<file path="config.mk">
export PLATFORM = sky130hd
export DESIGN_NAME = rfdcr_regs
export DESIGN_NICKNAME = d
export VERILOG_FILES = /design/src/design/rfdcr_pkg.sv /design/src/design/rfdcr_wake_timer.sv /design/src/design/rfdcr_tx_drive.sv /design/src/design/rfdcr_regs.sv
export VERILOG_INCLUDE_DIRS = /design/src /design/src/design
export SDC_FILE = /design/constraint.sdc
export NUM_CORES = 1
export LEC_CHECK = 0
export ABC_AREA = 1
export BUFFER_PORTS_ARGS = -buffer_cell sky130_fd_sc_hd__buf_2
export CAP_MARGIN = 20
export CORE_UTILIZATION = 30
export CTS_CLUSTER_DIAMETER = 80
export DETAILED_ROUTE_END_ITERATION = 7
export PLACE_DENSITY_LB_ADDON = 0.1
export RECOVER_POWER = 50
export SLEW_MARGIN = 20
export SYNTH_ARGS = -nofsm -noshare
export SYNTH_HDL_FRONTEND = slang
export SYNTH_SLANG_ARGS = --single-unit
</file>
<file path="constraint.sdc">
create_clock -name pclk -period 1.55 [get_ports pclk]
set_input_delay 0.0775 -clock pclk [delete_from_list [all_inputs] [get_ports pclk]]
set_output_delay 0.0775 -clock pclk [all_outputs]
set_load 0.01 [all_outputs]
</file>
<file path="src/design/rfdcr_cfg.svh">
// Register map, field positions, reset values and timing constants of the driver config bank
// Functional notes
// - High count byte reads timer bits 15:8
// - Index 0x27 reads timer bits 7:0
// - Sixteen-bit count, both bytes read-only
// - Start loads reload; later writes wait
// - Mode bit 7 inverts driver two
// - Mode bit 6 inverts driver one
// - Enable bit gates both driver outputs
// - Mode field picks stage; two codes unsupported
// - Two-bit field picks carrier level reduction
// - Five-bit residual carrier percentage field
// - Full-swing bit overrides level reduction
// - Two-bit field selects modulation source
// - Invert modulation after source selection
// - Upper nibble sets extra modulation length
// - Load register upper nibble: first overshoot value
// - Load register lower nibble: load current trim
`ifndef RFDCR_CFG_SVH
`define RFDCR_CFG_SVH
// ----------------------------------------------------------------
// Register indices (byte address is four times the index)
// ----------------------------------------------------------------
`define RFDCR_IDX_TMR_CTRL 8'h23
`define RFDCR_IDX_RELOAD_HI 8'h24
`define RFDCR_IDX_RELOAD_LO 8'h25
`define RFDCR_IDX_COUNT_HI 8'h26
`define RFDCR_IDX_COUNT_LO 8'h27
`define RFDCR_IDX_DRV_MODE 8'h28
`define RFDCR_IDX_AMP 8'h29
`define RFDCR_IDX_MOD_CTRL 8'h2a
`define RFDCR_IDX_LOAD_TRIM 8'h2b
// ----------------------------------------------------------------
// Field positions and masks
// ----------------------------------------------------------------
`define RFDCR_DM_INV_TWO 7
`define RFDCR_DM_INV_ONE 6
`define RFDCR_DM_EN 3
`define RFDCR_DM_MODE 2:0
`define RFDCR_DM_WMASK 8'hcf
`define RFDCR_AMP_RED 7:6
`define RFDCR_AMP_RES 4:0
`define RFDCR_AMP_WMASK 8'hdf
`define RFDCR_MC_OVS 7:4
`define RFDCR_MC_FULL 3
`define RFDCR_MC_INV 2
`define RFDCR_MC_SEL 1:0
`define RFDCR_LT_FIRST 7:4
`define RFDCR_LT_TRIM 3:0
`define RFDCR_TC_RUN 7
`define RFDCR_TC_SSN 6
`define RFDCR_TC_AUTO 3
`define RFDCR_TC_CLK 1:0
`define RFDCR_REG_RST 8'h00
// ----------------------------------------------------------------
// Codes
// ----------------------------------------------------------------
`define RFDCR_OM_HIZ 3'h0
`define RFDCR_OM_LOW 3'h1
`define RFDCR_OM_HIGH 3'h2
`define RFDCR_OM_PUSH 3'h4
`define RFDCR_OM_ODRAIN 3'h5
`define RFDCR_OM_PUSH_ALT 3'h7
`define RFDCR_SRC_ENV 2'h1
`define RFDCR_SRC_EXT 2'h2
`define RFDCR_TDIV_1 6'h00
`define RFDCR_TDIV_8 6'h07
`define RFDCR_TDIV_16 6'h0f
`define RFDCR_TDIV_32 6'h1f
// ----------------------------------------------------------------
// Timing
// ----------------------------------------------------------------
`define RFDCR_CLK_MHZ 125
`define RFDCR_TICK_NS 1000
`define RFDCR_TICK_CYC ((`RFDCR_TICK_NS * `RFDCR_CLK_MHZ) / 1000)
`define RFDCR_CARRIER_HALF_NS 40
`define RFDCR_CARRIER_HALF_CYC ((`RFDCR_CARRIER_HALF_NS * `RFDCR_CLK_MHZ) / 1000)
`endif

</file>
<file path="src/design/rfdcr_pkg.sv">
// State types of the driver configuration bank
package rfdcr_pkg;
  typedef struct packed
  {
    logic [15:0] pre;
    logic [5:0] sub;
    logic [15:0] cnt;
    logic run;
    logic uf;
  } rfdcr_tmr_s;

  typedef struct packed
  {
    logic sync1;
    logic sync2;
    logic [7:0] div;
    logic carrier;
    logic mod_prev;
    logic [3:0] t1_cnt;
    logic [3:0] t2_cnt;
    logic one_out;
    logic one_oe;
    logic two_out;
    logic two_oe;
    logic mod_act;
    logic boost;
  } rfdcr_drv_s;

  typedef struct packed
  {
    logic tc_auto;
    logic [1:0] tc_clk;
    logic [15:0] reload;
    logic [7:0] drv_mode;
    logic [7:0] amp;
    logic [7:0] mod_ctrl;
    logic [7:0] load_trim;
    logic [31:0] prdata;
    logic pslverr;
    logic start;
    logic stop;
    logic red_en;
  } rfdcr_regs_s;
endpackage

</file>
<file path="src/design/rfdcr_wake_timer.sv">
// Sixteen-bit wake-up down counter with reload and prescaler
`timescale 1ns/10ps
`include "rfdcr_cfg.svh"
module rfdcr_wake_timer
  import rfdcr_pkg::*;
#(
  parameter int TICK_CYC = `RFDCR_TICK_CYC
)
(
  input wire logic pclk,
  input wire logic presetn,
  input wire logic start,
  input wire logic stop,
  input wire logic [15:0] reload_value,
  input wire logic auto_restart,
  input wire logic [1:0] clk_sel,
  output logic [15:0] count,
  output logic running,
  output logic underflow
);
  rfdcr_tmr_s t_reg;
  rfdcr_tmr_s t_next;
  logic tick;
  logic [5:0] lim;

  if (TICK_CYC < 1 || TICK_CYC > 65535)
  begin : g_chk
    $error("TICK_CYC out of range");
  end

  always_comb
  begin
    t_next = t_reg;
    t_next.uf = 1'b0;
    tick = 1'b0;
    case (clk_sel)
      2'h0: lim = `RFDCR_TDIV_1;
      2'h1: lim = `RFDCR_TDIV_8;
      2'h2: lim = `RFDCR_TDIV_16;
      default: lim = `RFDCR_TDIV_32;
    endcase
    if (t_reg.run)
    begin
      if (t_reg.pre == 16'(TICK_CYC - 1))
      begin
        t_next.pre = '0;
        if (t_reg.sub >= lim)
        begin
          t_next.sub = '0;
          tick = 1'b1;
        end
        else
        begin
          t_next.sub = t_reg.sub + 6'h01;
        end
      end
      else
      begin
        t_next.pre = t_reg.pre + 16'h0001;
      end
    end
    if (tick)
    begin
      if (t_reg.cnt == 16'h0000)
      begin
        t_next.uf = 1'b1;
        if (auto_restart)
        begin
          t_next.cnt = reload_value;
        end
        else
        begin
          t_next.run = 1'b0;
        end
      end
      else
      begin
        t_next.cnt = t_reg.cnt - 16'h0001;
      end
    end
    if (stop)
    begin
      t_next.run = 1'b0;
    end
    if (start)
    begin
      t_next.cnt = reload_value;
      t_next.pre = '0;
      t_next.sub = '0;
      t_next.run = 1'b1;
    end
  end

  always_ff @(posedge pclk or negedge presetn)
  begin
    if (!presetn)
    begin
      t_reg <= '0;
    end
    else
    begin
      t_reg <= t_next;
    end
  end

  assign count = t_reg.cnt;
  assign running = t_reg.run;
  assign underflow = t_reg.uf;
endmodule

</file>
<file path="src/design/rfdcr_tx_drive.sv">
// Carrier, modulation path, overshoot pulses and antenna pin stage
`timescale 1ns/10ps
`include "rfdcr_cfg.svh"
module rfdcr_tx_drive
  import rfdcr_pkg::*;
#(
  parameter int CARRIER_HALF = `RFDCR_CARRIER_HALF_CYC
)
(
  input wire logic pclk,
  input wire logic presetn,
  input wire logic driver_enable,
  input wire logic driver_one_invert,
  input wire logic driver_two_invert,
  input wire logic [2:0] driver_output_mode,
  input wire logic [1:0] modulation_source_select,
  input wire logic modulation_invert,
  input wire logic [3:0] overshoot_extra_length,
  input wire logic [3:0] overshoot_first_value,
  input wire logic [4:0] residual_carrier,
  input wire logic coded_envelope_source,
  input wire logic external_signal_source,
  output logic antenna_driver_one_out,
  output logic antenna_driver_one_oe,
  output logic antenna_driver_two_out,
  output logic antenna_driver_two_oe,
  output logic modulation_active,
  output logic overshoot_boost
);
  rfdcr_drv_s d_reg;
  rfdcr_drv_s d_next;
  logic period;
  logic mod_raw;
  logic mod_sel;
  logic wave;
  logic v1;
  logic v2;

  if (CARRIER_HALF < 1 || CARRIER_HALF > 255)
  begin : g_chk
    $error("CARRIER_HALF out of range");
  end

  always_comb
  begin
    d_next = d_reg;
    d_next.sync1 = external_signal_source;
    d_next.sync2 = d_reg.sync1;
    period = 1'b0;
    if (d_reg.div == 8'(CARRIER_HALF - 1))
    begin
      d_next.div = '0;
      d_next.carrier = ~d_reg.carrier;
      period = ~d_reg.carrier;
    end
    else
    begin
      d_next.div = d_reg.div + 8'h01;
    end
    case (modulation_source_select)
      `RFDCR_SRC_ENV: mod_raw = coded_envelope_source;
      `RFDCR_SRC_EXT: mod_raw = d_reg.sync2;
      default: mod_raw = 1'b0;
    endcase
    mod_sel = mod_raw ^ modulation_invert;
    d_next.mod_prev = mod_sel;
    if (period && d_reg.t1_cnt != 4'h0)
    begin
      d_next.t1_cnt = d_reg.t1_cnt - 4'h1;
    end
    if (period && d_reg.t2_cnt != 4'h0)
    begin
      d_next.t2_cnt = d_reg.t2_cnt - 4'h1;
    end
    if (mod_sel && !d_reg.mod_prev)
    begin
      d_next.t1_cnt = overshoot_first_value;
      d_next.t2_cnt = 4'h0;
    end
    if (!mod_sel && d_reg.mod_prev)
    begin
      d_next.t2_cnt = overshoot_extra_length;
    end
    d_next.mod_act = mod_sel | (d_next.t2_cnt != 4'h0);
    d_next.boost = d_next.t1_cnt != 4'h0;
    wave = d_reg.carrier & ~(d_reg.mod_act & (residual_carrier == 5'h00));
    v1 = wave ^ driver_one_invert;
    v2 = wave ^ driver_two_invert;
    case (driver_output_mode)
      `RFDCR_OM_LOW:
      begin
        d_next.one_out = 1'b0;
        d_next.two_out = 1'b0;
        d_next.one_oe = 1'b1;
        d_next.two_oe = 1'b1;
      end
      `RFDCR_OM_HIGH:
      begin
        d_next.one_out = 1'b1;
        d_next.two_out = 1'b1;
        d_next.one_oe = 1'b1;
        d_next.two_oe = 1'b1;
      end
      `RFDCR_OM_PUSH, `RFDCR_OM_PUSH_ALT:
      begin
        d_next.one_out = v1;
        d_next.two_out = v2;
        d_next.one_oe = 1'b1;
        d_next.two_oe = 1'b1;
      end
      `RFDCR_OM_ODRAIN:
      begin
        d_next.one_out = 1'b0;
        d_next.two_out = 1'b0;
        d_next.one_oe = ~v1;
        d_next.two_oe = ~v2;
      end
      default:
      begin
        // Unsupported codes fall back to high impedance
        d_next.one_out = 1'b0;
        d_next.two_out = 1'b0;
        d_next.one_oe = 1'b0;
        d_next.two_oe = 1'b0;
      end
    endcase
    if (!driver_enable)
    begin
      d_next.one_out = 1'b0;
      d_next.two_out = 1'b0;
      d_next.one_oe = 1'b0;
      d_next.two_oe = 1'b0;
    end
  end

  always_ff @(posedge pclk or negedge presetn)
  begin
    if (!presetn)
    begin
      d_reg <= '0;
    end
    else
    begin
      d_reg <= d_next;
    end
  end

  assign antenna_driver_one_out = d_reg.one_out;
  assign antenna_driver_one_oe = d_reg.one_oe;
  assign antenna_driver_two_out = d_reg.two_out;
  assign antenna_driver_two_oe = d_reg.two_oe;
  assign modulation_active = d_reg.mod_act;
  assign overshoot_boost = d_reg.boost;
endmodule

</file>
<file path="src/design/rfdcr_regs.sv">
// APB register bank for the transmitter driver and wake-up timer readback
//
// Design decision made here: register access over APB.
`timescale 1ns/10ps
`include "rfdcr_cfg.svh"
module rfdcr_regs
  import rfdcr_pkg::*;
#(
  parameter int TICK_CYC = `RFDCR_TICK_CYC,
  parameter int CARRIER_HALF = `RFDCR_CARRIER_HALF_CYC
)
(
  input wire logic pclk,
  input wire logic presetn,
  input wire logic psel,
  input wire logic penable,
  input wire logic pwrite,
  input wire logic [11:0] paddr,
  input wire logic [31:0] pwdata,
  input wire logic [3:0] pstrb,
  output logic [31:0] prdata,
  output logic pready,
  output logic pslverr,
  input wire logic coded_envelope_source,
  input wire logic external_signal_source,
  output logic antenna_driver_one_out,
  output logic antenna_driver_one_oe,
  output logic antenna_driver_two_out,
  output logic antenna_driver_two_oe,
  output logic modulation_active,
  output logic overshoot_boost,
  output logic [1:0] carrier_level_reduction,
  output logic carrier_reduction_enable,
  output logic carrier_full_swing,
  output logic [4:0] residual_carrier,
  output logic [3:0] load_current_trim,
  output logic wake_timer_underflow
);
  // ----------------------------------------------------------------
  // Declarations
  // ----------------------------------------------------------------
  rfdcr_regs_s r_reg;
  rfdcr_regs_s r_next;
  logic [7:0] idx;
  logic mapped;
  logic setup;
  logic wr_fire;
  logic [7:0] wbyte;
  logic [7:0] rbyte;
  logic [15:0] wake_timer_count;
  logic wake_timer_running;
  logic [7:0] wake_timer_count_high;
  logic [7:0] wake_timer_count_low;

  // ----------------------------------------------------------------
  // Address decode
  // ----------------------------------------------------------------
  // Only the low byte lane is implemented; bits above read zero
  assign idx = paddr[9:2];
  assign setup = psel & ~penable;
  assign wbyte = pwdata[7:0];

  always_comb
  begin
    case (idx)
      `RFDCR_IDX_TMR_CTRL,
      `RFDCR_IDX_RELOAD_HI,
      `RFDCR_IDX_RELOAD_LO,
      `RFDCR_IDX_COUNT_HI,
      `RFDCR_IDX_COUNT_LO,
      `RFDCR_IDX_DRV_MODE,
      `RFDCR_IDX_AMP,
      `RFDCR_IDX_MOD_CTRL,
      `RFDCR_IDX_LOAD_TRIM: mapped = (paddr[11:10] == 2'h0);
      default: mapped = 1'b0;
    endcase
  end

  // Write takes effect only at the completing access edge
  assign wr_fire = psel & penable & pwrite & pstrb[0] & ~r_reg.pslverr;

  // ----------------------------------------------------------------
  // Timer count readback
  // ----------------------------------------------------------------
  // count bytes follow hardware only
  assign wake_timer_count_high = wake_timer_count[15:8];
  assign wake_timer_count_low = wake_timer_count[7:0];

  // ----------------------------------------------------------------
  // Read mux
  // ----------------------------------------------------------------
  always_comb
  begin
    rbyte = 8'h00;
    case (idx)
      `RFDCR_IDX_TMR_CTRL:
      begin
        rbyte[`RFDCR_TC_RUN] = wake_timer_running;
        rbyte[`RFDCR_TC_AUTO] = r_reg.tc_auto;
        rbyte[`RFDCR_TC_CLK] = r_reg.tc_clk;
      end
      `RFDCR_IDX_RELOAD_HI: rbyte = r_reg.reload[15:8];
      `RFDCR_IDX_RELOAD_LO: rbyte = r_reg.reload[7:0];
      `RFDCR_IDX_COUNT_HI: rbyte = wake_timer_count_high;
      `RFDCR_IDX_COUNT_LO: rbyte = wake_timer_count_low;
      `RFDCR_IDX_DRV_MODE: rbyte = r_reg.drv_mode & `RFDCR_DM_WMASK;
      `RFDCR_IDX_AMP: rbyte = r_reg.amp & `RFDCR_AMP_WMASK;
      `RFDCR_IDX_MOD_CTRL: rbyte = r_reg.mod_ctrl;
      `RFDCR_IDX_LOAD_TRIM: rbyte = r_reg.load_trim;
      default: rbyte = 8'h00;
    endcase
  end

  // ----------------------------------------------------------------
  // Next state
  // ----------------------------------------------------------------
  always_comb
  begin
    r_next = r_reg;
    r_next.start = 1'b0;
    r_next.stop = 1'b0;
    // Read data and error are captured in the setup cycle, so the
    // access phase completes with no wait states
    if (setup)
    begin
      r_next.pslverr = ~mapped;
      r_next.prdata = (mapped && !pwrite) ? {24'h000000, rbyte} : 32'h00000000;
    end
    if (wr_fire)
    begin
      case (idx)
        `RFDCR_IDX_TMR_CTRL:
        begin
          r_next.tc_auto = wbyte[`RFDCR_TC_AUTO];
          r_next.tc_clk = wbyte[`RFDCR_TC_CLK];
          if (wbyte[`RFDCR_TC_SSN])
          begin
            r_next.start = wbyte[`RFDCR_TC_RUN];
            r_next.stop = ~wbyte[`RFDCR_TC_RUN];
          end
        end
        `RFDCR_IDX_RELOAD_HI: r_next.reload[15:8] = wbyte;
        `RFDCR_IDX_RELOAD_LO: r_next.reload[7:0] = wbyte;
        `RFDCR_IDX_DRV_MODE: r_next.drv_mode = wbyte & `RFDCR_DM_WMASK;
        `RFDCR_IDX_AMP: r_next.amp = wbyte & `RFDCR_AMP_WMASK;
        `RFDCR_IDX_MOD_CTRL: r_next.mod_ctrl = wbyte;
        `RFDCR_IDX_LOAD_TRIM: r_next.load_trim = wbyte;
        default: r_next.reload = r_reg.reload;
      endcase
    end
    r_next.red_en = ~r_next.mod_ctrl[`RFDCR_MC_FULL];
  end

  // ----------------------------------------------------------------
  // State register
  // ----------------------------------------------------------------
  always_ff @(posedge pclk or negedge presetn)
  begin
    if (!presetn)
    begin
      r_reg <= '0;
      r_reg.drv_mode <= `RFDCR_REG_RST;
      r_reg.amp <= `RFDCR_REG_RST;
      r_reg.mod_ctrl <= `RFDCR_REG_RST;
      r_reg.load_trim <= `RFDCR_REG_RST;
      r_reg.red_en <= 1'b1;
    end
    else
    begin
      r_reg <= r_next;
    end
  end

  // ----------------------------------------------------------------
  // Bus outputs
  // ----------------------------------------------------------------
  assign pready = 1'b1;
  assign prdata = r_reg.prdata;
  assign pslverr = r_reg.pslverr & psel & penable;

  // ----------------------------------------------------------------
  // Analog settings
  // ----------------------------------------------------------------
  // fields drive straight from registers
  assign carrier_level_reduction = r_reg.amp[`RFDCR_AMP_RED];
  assign carrier_reduction_enable = r_reg.red_en;
  assign carrier_full_swing = r_reg.mod_ctrl[`RFDCR_MC_FULL];
  assign residual_carrier = r_reg.amp[`RFDCR_AMP_RES];
  assign load_current_trim = r_reg.load_trim[`RFDCR_LT_TRIM];

  // ----------------------------------------------------------------
  // Wake-up timer
  // ----------------------------------------------------------------
  rfdcr_wake_timer #(
    .TICK_CYC(TICK_CYC)
  ) u_timer (
    .pclk(pclk),
    .presetn(presetn),
    .start(r_reg.start),
    .stop(r_reg.stop),
    .reload_value(r_reg.reload),
    .auto_restart(r_reg.tc_auto),
    .clk_sel(r_reg.tc_clk),
    .count(wake_timer_count),
    .running(wake_timer_running),
    .underflow(wake_timer_underflow)
  );

  // ----------------------------------------------------------------
  // Driver stage
  // ----------------------------------------------------------------
  rfdcr_tx_drive #(
    .CARRIER_HALF(CARRIER_HALF)
  ) u_drive (
    .pclk(pclk),
    .presetn(presetn),
    .driver_enable(r_reg.drv_mode[`RFDCR_DM_EN]),
    .driver_one_invert(r_reg.drv_mode[`RFDCR_DM_INV_ONE]),
    .driver_two_invert(r_reg.drv_mode[`RFDCR_DM_INV_TWO]),
    .driver_output_mode(r_reg.drv_mode[`RFDCR_DM_MODE]),
    .modulation_source_select(r_reg.mod_ctrl[`RFDCR_MC_SEL]),
    .modulation_invert(r_reg.mod_ctrl[`RFDCR_MC_INV]),
    .overshoot_extra_length(r_reg.mod_ctrl[`RFDCR_MC_OVS]),
    .overshoot_first_value(r_reg.load_trim[`RFDCR_LT_FIRST]),
    .residual_carrier(r_reg.amp[`RFDCR_AMP_RES]),
    .coded_envelope_source(coded_envelope_source),
    .external_signal_source(external_signal_source),
    .antenna_driver_one_out(antenna_driver_one_out),
    .antenna_driver_one_oe(antenna_driver_one_oe),
    .antenna_driver_two_out(antenna_driver_two_out),
    .antenna_driver_two_oe(antenna_driver_two_oe),
    .modulation_active(modulation_active),
    .overshoot_boost(overshoot_boost)
  );
endmodule

</file>
==> Word level (Yosys, flattened, before mapping) <==
Index checks and enable logic that the tools add are counted.
{ "totals": {"ff_bits": 150, "latch_bits": 0, "mem_bits_rw": 0, "rom_bits": 0, "in_bits": 55, "output_inout_bits": 54, "mem_count": 0} }
{ "op_classes": {"addsub": 6, "mul": 0, "div_mod_pow": 0, "n_lt_le_gt_ge": 1, "eq_ne": 22, "shifts": 0, "n_mux": 37, "bitwise": 22, "reduce_logical": 33} }
{ "ops": {"columns": ["op", "n"], "rows": [
  ["$eq 8x6->1 const B", 9],
  ["$mux 16", 3],
  ["$mux 39", 1],
  ["$mux 8", 4],
  ["$pmux 3 s8", 1],
  ["$mux 22", 1],
  ["$mux 4", 5],
  ["$mux 18", 1],
  ["$pmux 1 s9", 2],
  ["$pmux 2 s9", 1],
  ["$reduce_and 2->1", 9],
  ["$add 16x1->16 const B", 1],
  ["$eq 16x7->1 const B", 1],
  ["$logic_not 16->1", 1],
  ["$pmux 4 s4", 1],
  ["$reduce_bool 4->1", 4],
  ["$sub 16x1->16 const B", 1],
  ["$pmux 5 s3", 1],
  ["$mux 12", 1],
  ["$mux 6", 2],
  ["$and 1x1->1", 9],
  ["$eq 3x3->1 const B", 3],
  ["$not 1->1", 9],
  ["$reduce_or 9->1", 1],
  ["24 further kinds", 49]
]} }

==> Longest topological paths before layout <==
Gate-level depths: netlist of run 1.
{ "depth": {"word_depth": 9, "depth_mapped": 14, "depth_no_buf": 14} }

==> Modules after synthesis <==
A second synthesis of run 1 with hierarchy kept.
{ "hier_totals": {"hier_cells": 1086, "area_unflattened_um2": 8001.4} }
{ "modules_own_cells": {"columns": ["module", "instances", "cells_per_inst", "area_per_inst_um2"], "rows": [
  ["rfdcr_regs", 1, 435, 3504.6],
  ["rfdcr_wake_timer", 1, 450, 2985.4],
  ["rfdcr_tx_drive", 1, 201, 1511.4]
]} }

==> Worst setup path after synthesis of run 1 <==
Ideal clock, no wire load.
{ "synth_timing": {"path_kind": "reg-to-reg", "from": "reg r_reg[85] (netlist bit)", "to": "reg u_timer.t_reg (netlist bit u_timer.count[12])", "arrival_ps": 1537, "required_ps": 1424, "setup_slack_ps": -114, "stages_incl_launch_ff": 13, "cell_sequence": "dfrtp_1 nand2_1 ha_1 inv_1 nor2_1 nand2_1 nor2_1 nand2_1 nand3_1 nand3_4 buf_6 nand2_1 nand3_1"} }
{ "synth_via": {"elab_chain_cells": 8} }
{ "synth_lines": {"columns": ["element", "line", "text"], "rows": [
  ["from (decl)", "rfdcr_regs.sv:42", "rfdcr_regs_s r_reg;"],
  ["from (signal assigned)", "rfdcr_regs.sv:170", "r_reg <= r_next;"],
  ["$eq 2x2->1, or another cell as far along", "rfdcr_wake_timer.sv:36", "case (clk_sel)"],
  ["$pmux 5 s3 *", "rfdcr_wake_timer.sv:36", null],
  ["$ge 6x5->1 *", "rfdcr_wake_timer.sv:47", "if (t_reg.sub >= lim)"],
  ["$mux 1 *", "rfdcr_wake_timer.sv:47", null],
  ["$mux 1 *", "rfdcr_wake_timer.sv:44", "if (t_reg.pre == 16'(TICK_CYC - 1))"],
  ["$mux 1 *", "rfdcr_wake_timer.sv:42", "if (t_reg.run)"],
  ["$reduce_bool 2->1 (no line) *", null, null],
  ["$reduce_and 2->1 (no line) *", null, null],
  ["to (signal assigned)", "rfdcr_wake_timer.sv:102", "t_reg <= t_next;"],
  ["to (decl)", "rfdcr_wake_timer.sv:21", "rfdcr_tmr_s t_reg;"]
]} }
Every way passes the cells marked *; elsewhere a longest branch is shown, timed or not.
A chain may end at the register's enable or synchronous reset.

==> Worst setup path after layout of run 1 <==
{ "layout_timing": {"from": "reg r_reg[85] (netlist bit)", "to": "reg u_timer.t_reg (netlist bit u_timer.count[0])"} }
Same word-level chain as after synthesis.

==> results of run 1 <==
-- routing by layer --
metal  up-vias  share of wire [%]  routed length, um
li1       3565                  -                  -
met1      3235                 51              11500
met2       157                 44              10100
met3        23                3.8                876
met4         0                1.4                327
met5         -                  0                  0
-- worst register-to-register path, cell delays in order, from the launching register on --
cell	delay, ps
dfrtp_1	380
inv_1	60
ha_1	270
nand2_1	60
nor2_2	120
nand2_1	50
nor2_1	80
nand2_1	90
nand3_2	100
nand3_4	140
buf_6	190
nand2_1	60
nand3_1	70
-- power breakdown --
| part | internal [mW] | switching [mW] | leakage [nW] |
|---|---|---|---|
| Clock | 2.51 | 1.61 | 0.286 |
| Sequential | 3.30 | 0.00966 | 1.72 |
| Combinational | 0.0882 | 0.217 | 3.26 |
| Total | 5.90 | 1.83 | 5.26 |
-- how the worst min path moves through the flow --
stage	from	cells after the start	to
finish	pwdata[4]	3	residual_carrier[4]
global route	pwdata[4]	3	r_reg[72]
CTS	psel	5	r_reg[3]
detailed placement	presetn	1	u_timer.count[10]
global placement	presetn	1	u_timer.count[10]
floorplan	presetn	0	carrier_full_swing
-- metrics by stage --
step	cell area, um^2	TNS (ps)	hold slack, ps	utilization (%)
after detailed placement	8830	-5820	-30.2	37.2
after global routing	10200	-10450	45.0	42.8
after floorplan	7470	-715	-218	-
after CTS	9700	-4850	5.77	40.9
after global placement	8830	-5380	-32.4	37.2
final	10200	-4890	15.1	42.8
-- layout by cell type, fill, tap and decap left out, types with 5 or more instances in the layout --
cell	count
nand2_1	277
buf_4	136
dfrtp_1	124
inv_1	96
nor2_1	96
o21ai_0	85
nand3_1	58
buf_2	53
nand2_2	28
conb_1	25
nor2_2	22
nand4_1	19
clkbuf_16	17
a21oi_1	14
xor2_1	13
nand3_2	12
inv_2	12
buf_6	10
nand2_4	9
nor2_4	8
nor3_1	8
dlygate4sd3_1	7
nor3_2	6
nand3_4	6
ha_4	6
ha_1	6
o21ai_1	5
xnor2_1	5
or2_2	5
buf_12	5
-- logic make-up (layout without fill, tap and decap cells) --
kind of cell    Yosys count  in the layout  share of synthesized area (%)
simple gates            561            561                           32.5
buf+inv                 175            364                           11.6
flops                   126            126                           42.9
compound gates          121            121                           8.57
xor+xnor                 18             18                           2.14
fa+ha+maj                13             13                           2.21
other cells               2             25                          0.102
-- layout make-up --
type                       count  share of cell area [%]
clock buffer                  21                    4.63
clock inverter                11                    1.29
inverter                     117                    4.63
multi-input combinational    738                    38.7
sequential                   126                    31.1
tap                          319                    3.93
timing repair buffer         214                    15.7
timing repair inverter         1                   0.111
-- repair_timing --
item	in CTS	in global routing
setup buffers	8	10
setup endpoints to repair	44	55
endpoints found under the hold margin	130	0
cloned	0	1
pin swaps	16	33
gates resized for setup	47	110
hold buffers	7	0
==> results.md, run 1 <==
* Clock H-tree levels at 4
* Met1 GRT Util at 27.9%
* Area contributors post-synth: dfrtp_1 (43%), nand2_1 (16%), nor2_1 (6.0%), o21ai_0 (6.0%), inv_1 (5.6%)
* Crit-path slowest cell: dfrtp_1
* Net count reported at finish at 1283
* Final Power at 7.73 mW
* Leak at 5.26 nW
* Vias per cell at 4.51
* Antenna Violating Nets Remaining at 0
* Crit path arrival time at 2090 ps
* Grt ovf at 0
* Max VDD drop at 569 uV
* Pre-antenna DRT Iters at 5
* R2R Path End: u_timer.count[0]
* FP Rows at 56
* Crit path to: u_timer.count[0]
* Synth cell count leaders: nand2_1 (309), dfrtp_1 (125), nor2_1 (118)
* Critical path depth in cells at 12
* Synthesized area at 7360 um^2
* Fmax achieved at 558 MHz
* Footprint of the multi-input gates at 3930 um^2
* Max FFs per register at 39
* TritonCTS Buffers at 17
* Worst-Skew Late Latency at 430 ps
* Maxcap violations at 0
* CTS Buffer Depth at 2
* Sequential fraction of the synthesis area at 42.9%
* Post-Synthesis Cells at 1016
* Layout cells sized above 1 at 30.4%
* Antenna violations before repair at 0
* CORE AREA at 23800 um^2
* Synthesis-to-layout area growth at 38.1%
* # IOs at 109
* DR vias at 6980
* First-pass GRT wire length at 35800 um
* Post-synth top area share at 42.5%
* Top cell by count, worst path: nand2_1
* Synth warn at 0
* Global placement routability congestion at 0.823
* Worst min path class: in -> reg
* Failing checks: setup timing
* Crit path cell chain: inv_1 -> ha_1 -> nand2_1 -> nor2_2 -> nand2_1 -> nor2_1 -> nand2_1 -> nand3_2 -> nand3_4 -> buf_6 -> nand2_1 -> nand3_1
* Maximum number of pins on one net before global-route repair at 46
* Final HPWL from detailed placement at 17100 um
* Worst-Margin Slew at 751 ps
* IO Port Bufs at 54
* WL/cell at 14.8 um
* Status: complete, but fails checks
* RSZ-0062 raised after global routing: yes
* Worst R2R Start: r_reg[85]
* Setup Crit Path Kind: reg -> reg
* Vias in the first global route at 6574
* Average size of a mapped cell at 7.24 um^2
* Worst Setup Start Kind: flop
* Post-synth top area cell: dfrtp_1
* Slew headroom at 50.0%
* Period utilization at 116%
* Skew final at 9.54 ps
* Delay-heaviest family, CP: simple AND/OR/NAND/NOR gates
* Die Span X at 159 um
* Iter 0 DRT Violations at 326
* GR Util met2 at 28.2%
* Final setup viols at 38
* Critical path required time at 1850 ps
* Fin crit period at 1790 ps
* #FFs+latches synth at 126
* Final non-filler cell total at 1547
* Post-synthesis async set-or-reset flop share at 100%
* Crit path max fanout at 8
* Post-Route WL at 22800 um
* Hold Fails Final Rpt at 0
* Reg-to-reg slack, setup at -240 ps
* Count of cell types in the netlist at 39
* Slew Viols, Final at 0
* Global route hottest layer: met2
* Most used DFF post-synth: dfrtp_1
* Power per Cell Area at 761 nW/um^2
* Final worst setup slack at -243 ps
* Critical path startpoint: r_reg[85]
* DP Worst Slack at -233 ps
* Total clock sinks at 126
* Placed Cells at 1492
* Root Driver: clkbuf_16
* Antenna diodes at 0
* Count leader, synth: nand2_1
* DRC at 0
* FF/Latch Area at 3160 um^2
* Critical path buffer and inverter count at 2
* Die footprint at 25200 um^2
* CTS tree: done
* Die height at 159 um
* Initial Util at 31.0%
* Crit-path max cell delay at 380 ps
* Clock transition at path regs at 60 ps
* GRT Overall Usage at 19.1%
* Reg2reg path depth at 12
* CP Capture Type: flop
* Post-synth EDFFs at 0
* Met3 Track Usage GR at 3.57%
* Number of fill cells at 2451
(Power assumes the default switching activity.)
==> run 2: changes to the inputs <==
--- a/config.mk
+++ b/config.mk
@@ -9,6 +9,7 @@
 export ABC_AREA = 1
 export BUFFER_PORTS_ARGS = -buffer_cell sky130_fd_sc_hd__buf_2
 export CAP_MARGIN = 20
+export CORE_ASPECT_RATIO = 1.2
 export CORE_UTILIZATION = 30
 export CTS_CLUSTER_DIAMETER = 80
 export DETAILED_ROUTE_END_ITERATION = 7
==> run 2 against run 1 <==
Net effect: the run ends with hold timing, setup timing left; worst hold slack worse by 15 ps; global-route usage fell by 0.099 points; via count is 1.4% higher; clock power up 8.0%; critical endpoint is now u_timer.count[14]; highest routed layer unchanged.
==> results.md, run 2 (synthesis gave the netlist of run 1 again) <==
* Placed Cells at 1505
* Post-DP Area at 8920 um^2
* Antenna diodes at 0
* Critical path required time at 1860 ps
* Iter 0 DRT Violations at 286
* Pre-antenna DRT Iters at 7
* Hold Fails Final Rpt at 1
* Psw at 1.83 mW
* Die height at 174 um
* Max VDD drop at 622 uV
* Worst-Margin Slew at 1240 ps
* Hold slack at -0.0249 ps
* Final non-filler cell total at 1566
* Maximum number of pins on one net before global-route repair at 43
* Grt ovf at 0
* Initial Util at 30.7%
* Post-Route WL at 23100 um
* Crit path max fanout at 7
* IO Port Bufs at 54
* First-pass GRT wire length at 36800 um
* Comb power frac at 4.0%
* FP Rows at 62
* Leak at 5.42 nW
* CTS Buffer Depth at 2
* Reg2reg path depth at 12
* Fmax achieved at 545 MHz
* Number of fill cells at 2439
* Clock transition at path regs at 60 ps
* Worst min path class: in -> reg
* DR vias at 7079
* Top cell by count, worst path: nand2_2
* TritonCTS Buffers at 17
* Die Span X at 145 um
* Flop pwr share at 41.0%
* Slew Viols, Final at 0
* Global placement routability congestion at 0.849
* Final HPWL from detailed placement at 17200 um
* Antenna violations before repair at 0
* Failing checks: hold timing, setup timing
* Internal at 6.25 mW
* Fin crit period at 1830 ps
* Crit-path slowest cell: dfrtp_1
* Power per Cell Area at 774 nW/um^2
* DRC at 0
* Final worst setup slack at -285 ps
* GRT Overall Usage at 19.0%
* RSZ-0062 raised after global routing: yes
* Total clock sinks at 126
* Commonest non-fill, non-tap cell in the layout: nand2_1
* Synthesis-to-layout area growth at 42.0%
* GR Util met2 at 32.7%
* Final setup viols at 34
* Maxcap violations at 0
* Net switching fraction of the power at 22.7%
* WL/cell at 14.7 um
* Met3 Track Usage GR at 3.53%
* Net count reported at finish at 1301
* CP Capture Type: flop
* Worst-Skew Late Latency at 430 ps
* Met1 GRT Util at 23.0%
* Antenna Violating Nets Remaining at 0
* Clk pwr share at 55.0%
* Slew headroom at 17.6%
* CORE AREA at 24000 um^2
* Period utilization at 118%
* Crit-path max cell delay at 380 ps
* Status: complete, but fails checks
* # IOs at 109
* Clock H-tree levels at 4
* Worst Setup Start Kind: flop
* Skew final at 10.5 ps
* Design area at 10400 um^2
* Layout cells sized above 1 at 33.4%
* Worst Hold Path Cells at 3
* CTS tree: done
* Crit path cell chain: inv_1 -> ha_1 -> nand2_2 -> nor2_4 -> nand2_2 -> nor2_2 -> nand2_2 -> nand3_4 -> nand3_4 -> buf_8 -> nand2_2 -> nand3_2
* Max FFs per register at 39
* Setup Crit Path Kind: reg -> reg
* Vias in the first global route at 6935
* Vias per cell at 4.52
* Crit path arrival time at 2140 ps
* Most frequent cells in the layout: nand2_1 (266), buf_4 (150), dfrtp_1 (123)
* Root Driver: clkbuf_16
* Global route hottest layer: met2
* Die footprint at 25200 um^2
==> run 2: cell types whose count changed in the layout (fill, tap and decap cells not counted), sizes merged <==
cell and delta:
buf +21, bufinv +2, dlygate4sd3 -1, clkinvlp -2, clkinv -1, clkbuf -1
==> run 2: worst max-delay path, delay by kind of cell, from the launching register on <==
family / cells / cell delay (ps)
adders and majority gates: 1 / 290
buffers and inverters: 2 / 260
DFF: 1 / 380
and+or+nand+nor: 9 / 780
==> run 2: metrics by stage <==
stage               TNS (ps)  worst slack (ps)  power [mW]  util (%)
finish                 -5050              -285        8.08      43.6
global route          -10050              -406        8.36      43.6
CTS                    -3890              -232        8.18      41.4
detailed placement     -5760              -226        3.68      37.2
global placement       -4880              -201        3.68      37.2
floorplan               -715             -64.0        3.53         -
==> run 2: layout make-up <==
| type | count | area, um^2 | share of cell area [%] |
|---|---|---|---|
| clock inverter | 11 | 180 | 1.72 |
| inverter | 117 | 460 | 4.41 |
| clock buffer | 21 | 470 | 4.50 |
| sequential | 126 | 3160 | 30.2 |
| multi-input combinational | 738 | 4030 | 38.5 |
| timing repair buffer | 233 | 1750 | 16.8 |
| tap | 320 | 400 | 3.83 |
==> run 2: worst paths after layout <==
path                                    start                        to  slack (ps)
min in group asynchronous             presetn         u_timer.count[10]         480
hold reg to reg            u_drive.d_next[24]         u_drive.d_reg[24]         350
setup / recovery                    r_reg[85]         u_timer.count[14]        -280
max in group asynchronous             presetn  carrier_reduction_enable         140
setup reg to reg                    r_reg[85]         u_timer.count[14]        -280
hold / removal                      pwdata[5]                 r_reg[73]       -0.02
==> run 2: layer usage <==
layer  wire (um)  vias to the layer above
met5           0                        -
met4         694                        0
met3         648                       33
met2       11700                      120
met1       10100                     3311
li1            -                     3615
==> run 2: power by group through the flow <==
stage / Clock, mW / Combinational (mW) / Sequential (mW)
floorplan: 0 / 0.158 / 3.37
global placement: 0 / 0.308 / 3.37
detailed placement: 0 / 0.309 / 3.37
CTS: 4.54 / 0.325 / 3.31
global route: 4.68 / 0.368 / 3.31
finish: 4.45 / 0.325 / 3.31
==> run 2: repair_timing <==
item	CTS	global route
buffers inserted	11	13
resized for setup	72	121
hold endpoints to repair	78	0
hold buffers	6	0
endpoints found under the setup margin	50	63
pin swaps	19	49
==> run 3: changes to the inputs <==
--- a/config.mk
+++ b/config.mk
@@ -10,7 +10,7 @@
 export BUFFER_PORTS_ARGS = -buffer_cell sky130_fd_sc_hd__buf_2
 export CAP_MARGIN = 20
 export CORE_ASPECT_RATIO = 1.2
-export CORE_UTILIZATION = 30
+export CORE_UTILIZATION = 52
 export CTS_CLUSTER_DIAMETER = 80
 export DETAILED_ROUTE_END_ITERATION = 7
 export PLACE_DENSITY_LB_ADDON = 0.1
==> run 3 against run 2 <==
Net effect: the run ends with setup timing left; via count is 2.9% higher; worst hold slack better by 39 ps; setup slack worse by 28 ps; routed wire length is 5.7% lower; clock power is 8.1% lower; power is 4.5% lower; register-to-register slack worse by 30 ps; flip-flop and latch count stayed put; fmax is 1.5% lower; sequential power hardly changed; critical path depth stayed put.
==> results.md, run 3 (synthesis gave the netlist of run 1 again) <==
* Status: complete, but fails checks
* Failing checks: setup timing
* TritonCTS Buffers at 17
* Design area at 10000 um^2
* Clock H-tree levels at 4
* Net count reported at finish at 1275
* Period utilization at 120%
* Worst Setup Start Kind: flop
* Most frequent cells in the layout: nand2_1 (274), dfrtp_1 (123), buf_4 (118)
* Slew headroom at 45.3%
* Post-Route WL at 21800 um
* WL/cell at 15.7 um
* CP Capture Type: flop
* CTS tree: done
* CTS Buffer Depth at 2
* FF/Latch Area at 3160 um^2
* Fin crit period at 1860 ps
* Total clock sinks at 126
* Worst-Skew Late Latency at 430 ps
* Die height at 132 um
* Hold Fails Final Rpt at 0
* Crit path arrival time at 2170 ps
* First-pass GRT wire length at 33400 um
* IO Port Bufs at 54
* Final Power at 7.72 mW
* Critical path required time at 1860 ps
* Slew Viols, Final at 0
* Iter 0 DRT Violations at 330
* Power per Cell Area at 769 nW/um^2
* GRT Overall Usage at 29.3%
* Synthesis-to-layout area growth at 36.5%
* Layout cells sized above 1 at 31.2%
* Setup Crit Path Kind: reg -> reg
* Antenna Violating Nets Remaining at 0
* Final setup viols at 31
* Worst-Margin Slew at 820 ps
* Commonest non-fill, non-tap cell in the layout: nand2_1
* Skew final at 7.25 ps
* Final HPWL from detailed placement at 15000 um
* Vias in the first global route at 6992
* DR vias at 7287
* Max FFs per register at 39
* Die footprint at 14600 um^2
* Max VDD drop at 763 uV
* DRC at 0
* Initial Util at 53.2%
* Grt ovf at 0
* Footprint of the multi-input gates at 4070 um^2
* Crit path max fanout at 5
* Die Span X at 111 um
* Pre-antenna DRT Iters at 5
* Worst min path class: in -> reg
* Leak at 5.32 nW
* Fmax achieved at 537 MHz
* Clock transition at path regs at 60 ps
* Number of fill cells at 1064
* Maxcap violations at 0
* Antenna diodes at 0
* FP Rows at 47
* Root Driver: clkbuf_16
* Post-DP Area at 8510 um^2
* Global placement routability congestion at 0.956
* CORE AREA at 13800 um^2
* Antenna violations before repair at 0
* Maximum number of pins on one net before global-route repair at 31
* RSZ-0062 raised after global routing: yes
* # IOs at 109
* Vias per cell at 5.24
* Setup TNS at -6510 ps
* Final worst setup slack at -313 ps
-- run 3: worst max-delay path, stage by stage (launching register included) --
cell	delay, ps
dfrtp_1	400
inv_1	100
ha_4	270
nand2_2	50
nor2_4	100
nand2_2	60
nor2_2	110
nand2_2	90
nand3_4	120
nand3_4	140
buf_6	180
nand2_4	60
nand3_2	60
-- run 3: metrics by stage --
stage	std cells	hold WS [ps]	worst slack, ps	util, %
after floorplan	1039	-218	-64.0	-
after global placement	1328	70.5	-281	61.6
after detailed placement	1328	72.3	-317	61.6
after CTS	1382	34.3	-260	68.7
after global routing	1391	66.9	-420	72.7
final	1391	38.9	-313	72.7
-- run 3: layout make-up --
class                   count  share of cell area (%)
repair buffers            206                    15.3
clock buffers              22                    4.62
well taps                 171                    2.13
multi-input cells         739                    40.6
inverters                 117                    4.59
clock inverters            10                    1.37
flip-flops and latches    126                    31.4
-- run 3: path summary, 6_finish.rpt --
check                              startpoint  cells past startpoint                 to  slack (ps)
min in group asynchronous             presetn                      2  u_timer.count[11]         280
hold reg to reg            u_drive.d_next[24]                      0  u_drive.d_reg[24]         360
setup / recovery                    r_reg[85]                     12   u_timer.count[2]        -310
setup reg to reg                    r_reg[85]                     12   u_timer.count[2]        -310
max in group asynchronous             presetn                      3   u_drive.d_reg[9]         300
hold / removal                           psel                      5           r_reg[3]          40
-- run 3: power by group --
part | total, mW | internal (mW) | switching (mW) | leakage [nW]
Clock | 4.09 | 2.61 | 1.49 | 0.290
Sequential | 3.32 | 3.31 | 0.0103 | 1.72
Combinational | 0.313 | 0.0972 | 0.216 | 3.31
-- run 3: what timing repair did --
item	4_1_cts	5_1_grt
gates cloned	1	0
hold endpoints to repair	38	0
setup buffers	13	15
hold buffers	8	0
pin swaps	24	67
gates resized for setup	54	137
setup endpoints to repair	32	89
-- run 3: metal layers --
metal / wire (um) / vias up / share of wire [%] / GRT usage (%)
li1: - / 3558 / - / -
met1: 8270 / 3426 / 38 / 33.3
met2: 11200 / 223 / 52 / 50.8
met3: 1160 / 80 / 5.3 / 6.25
met4: 1130 / 0 / 5.2 / 17.3
met5: 0 / - / 0 / 0
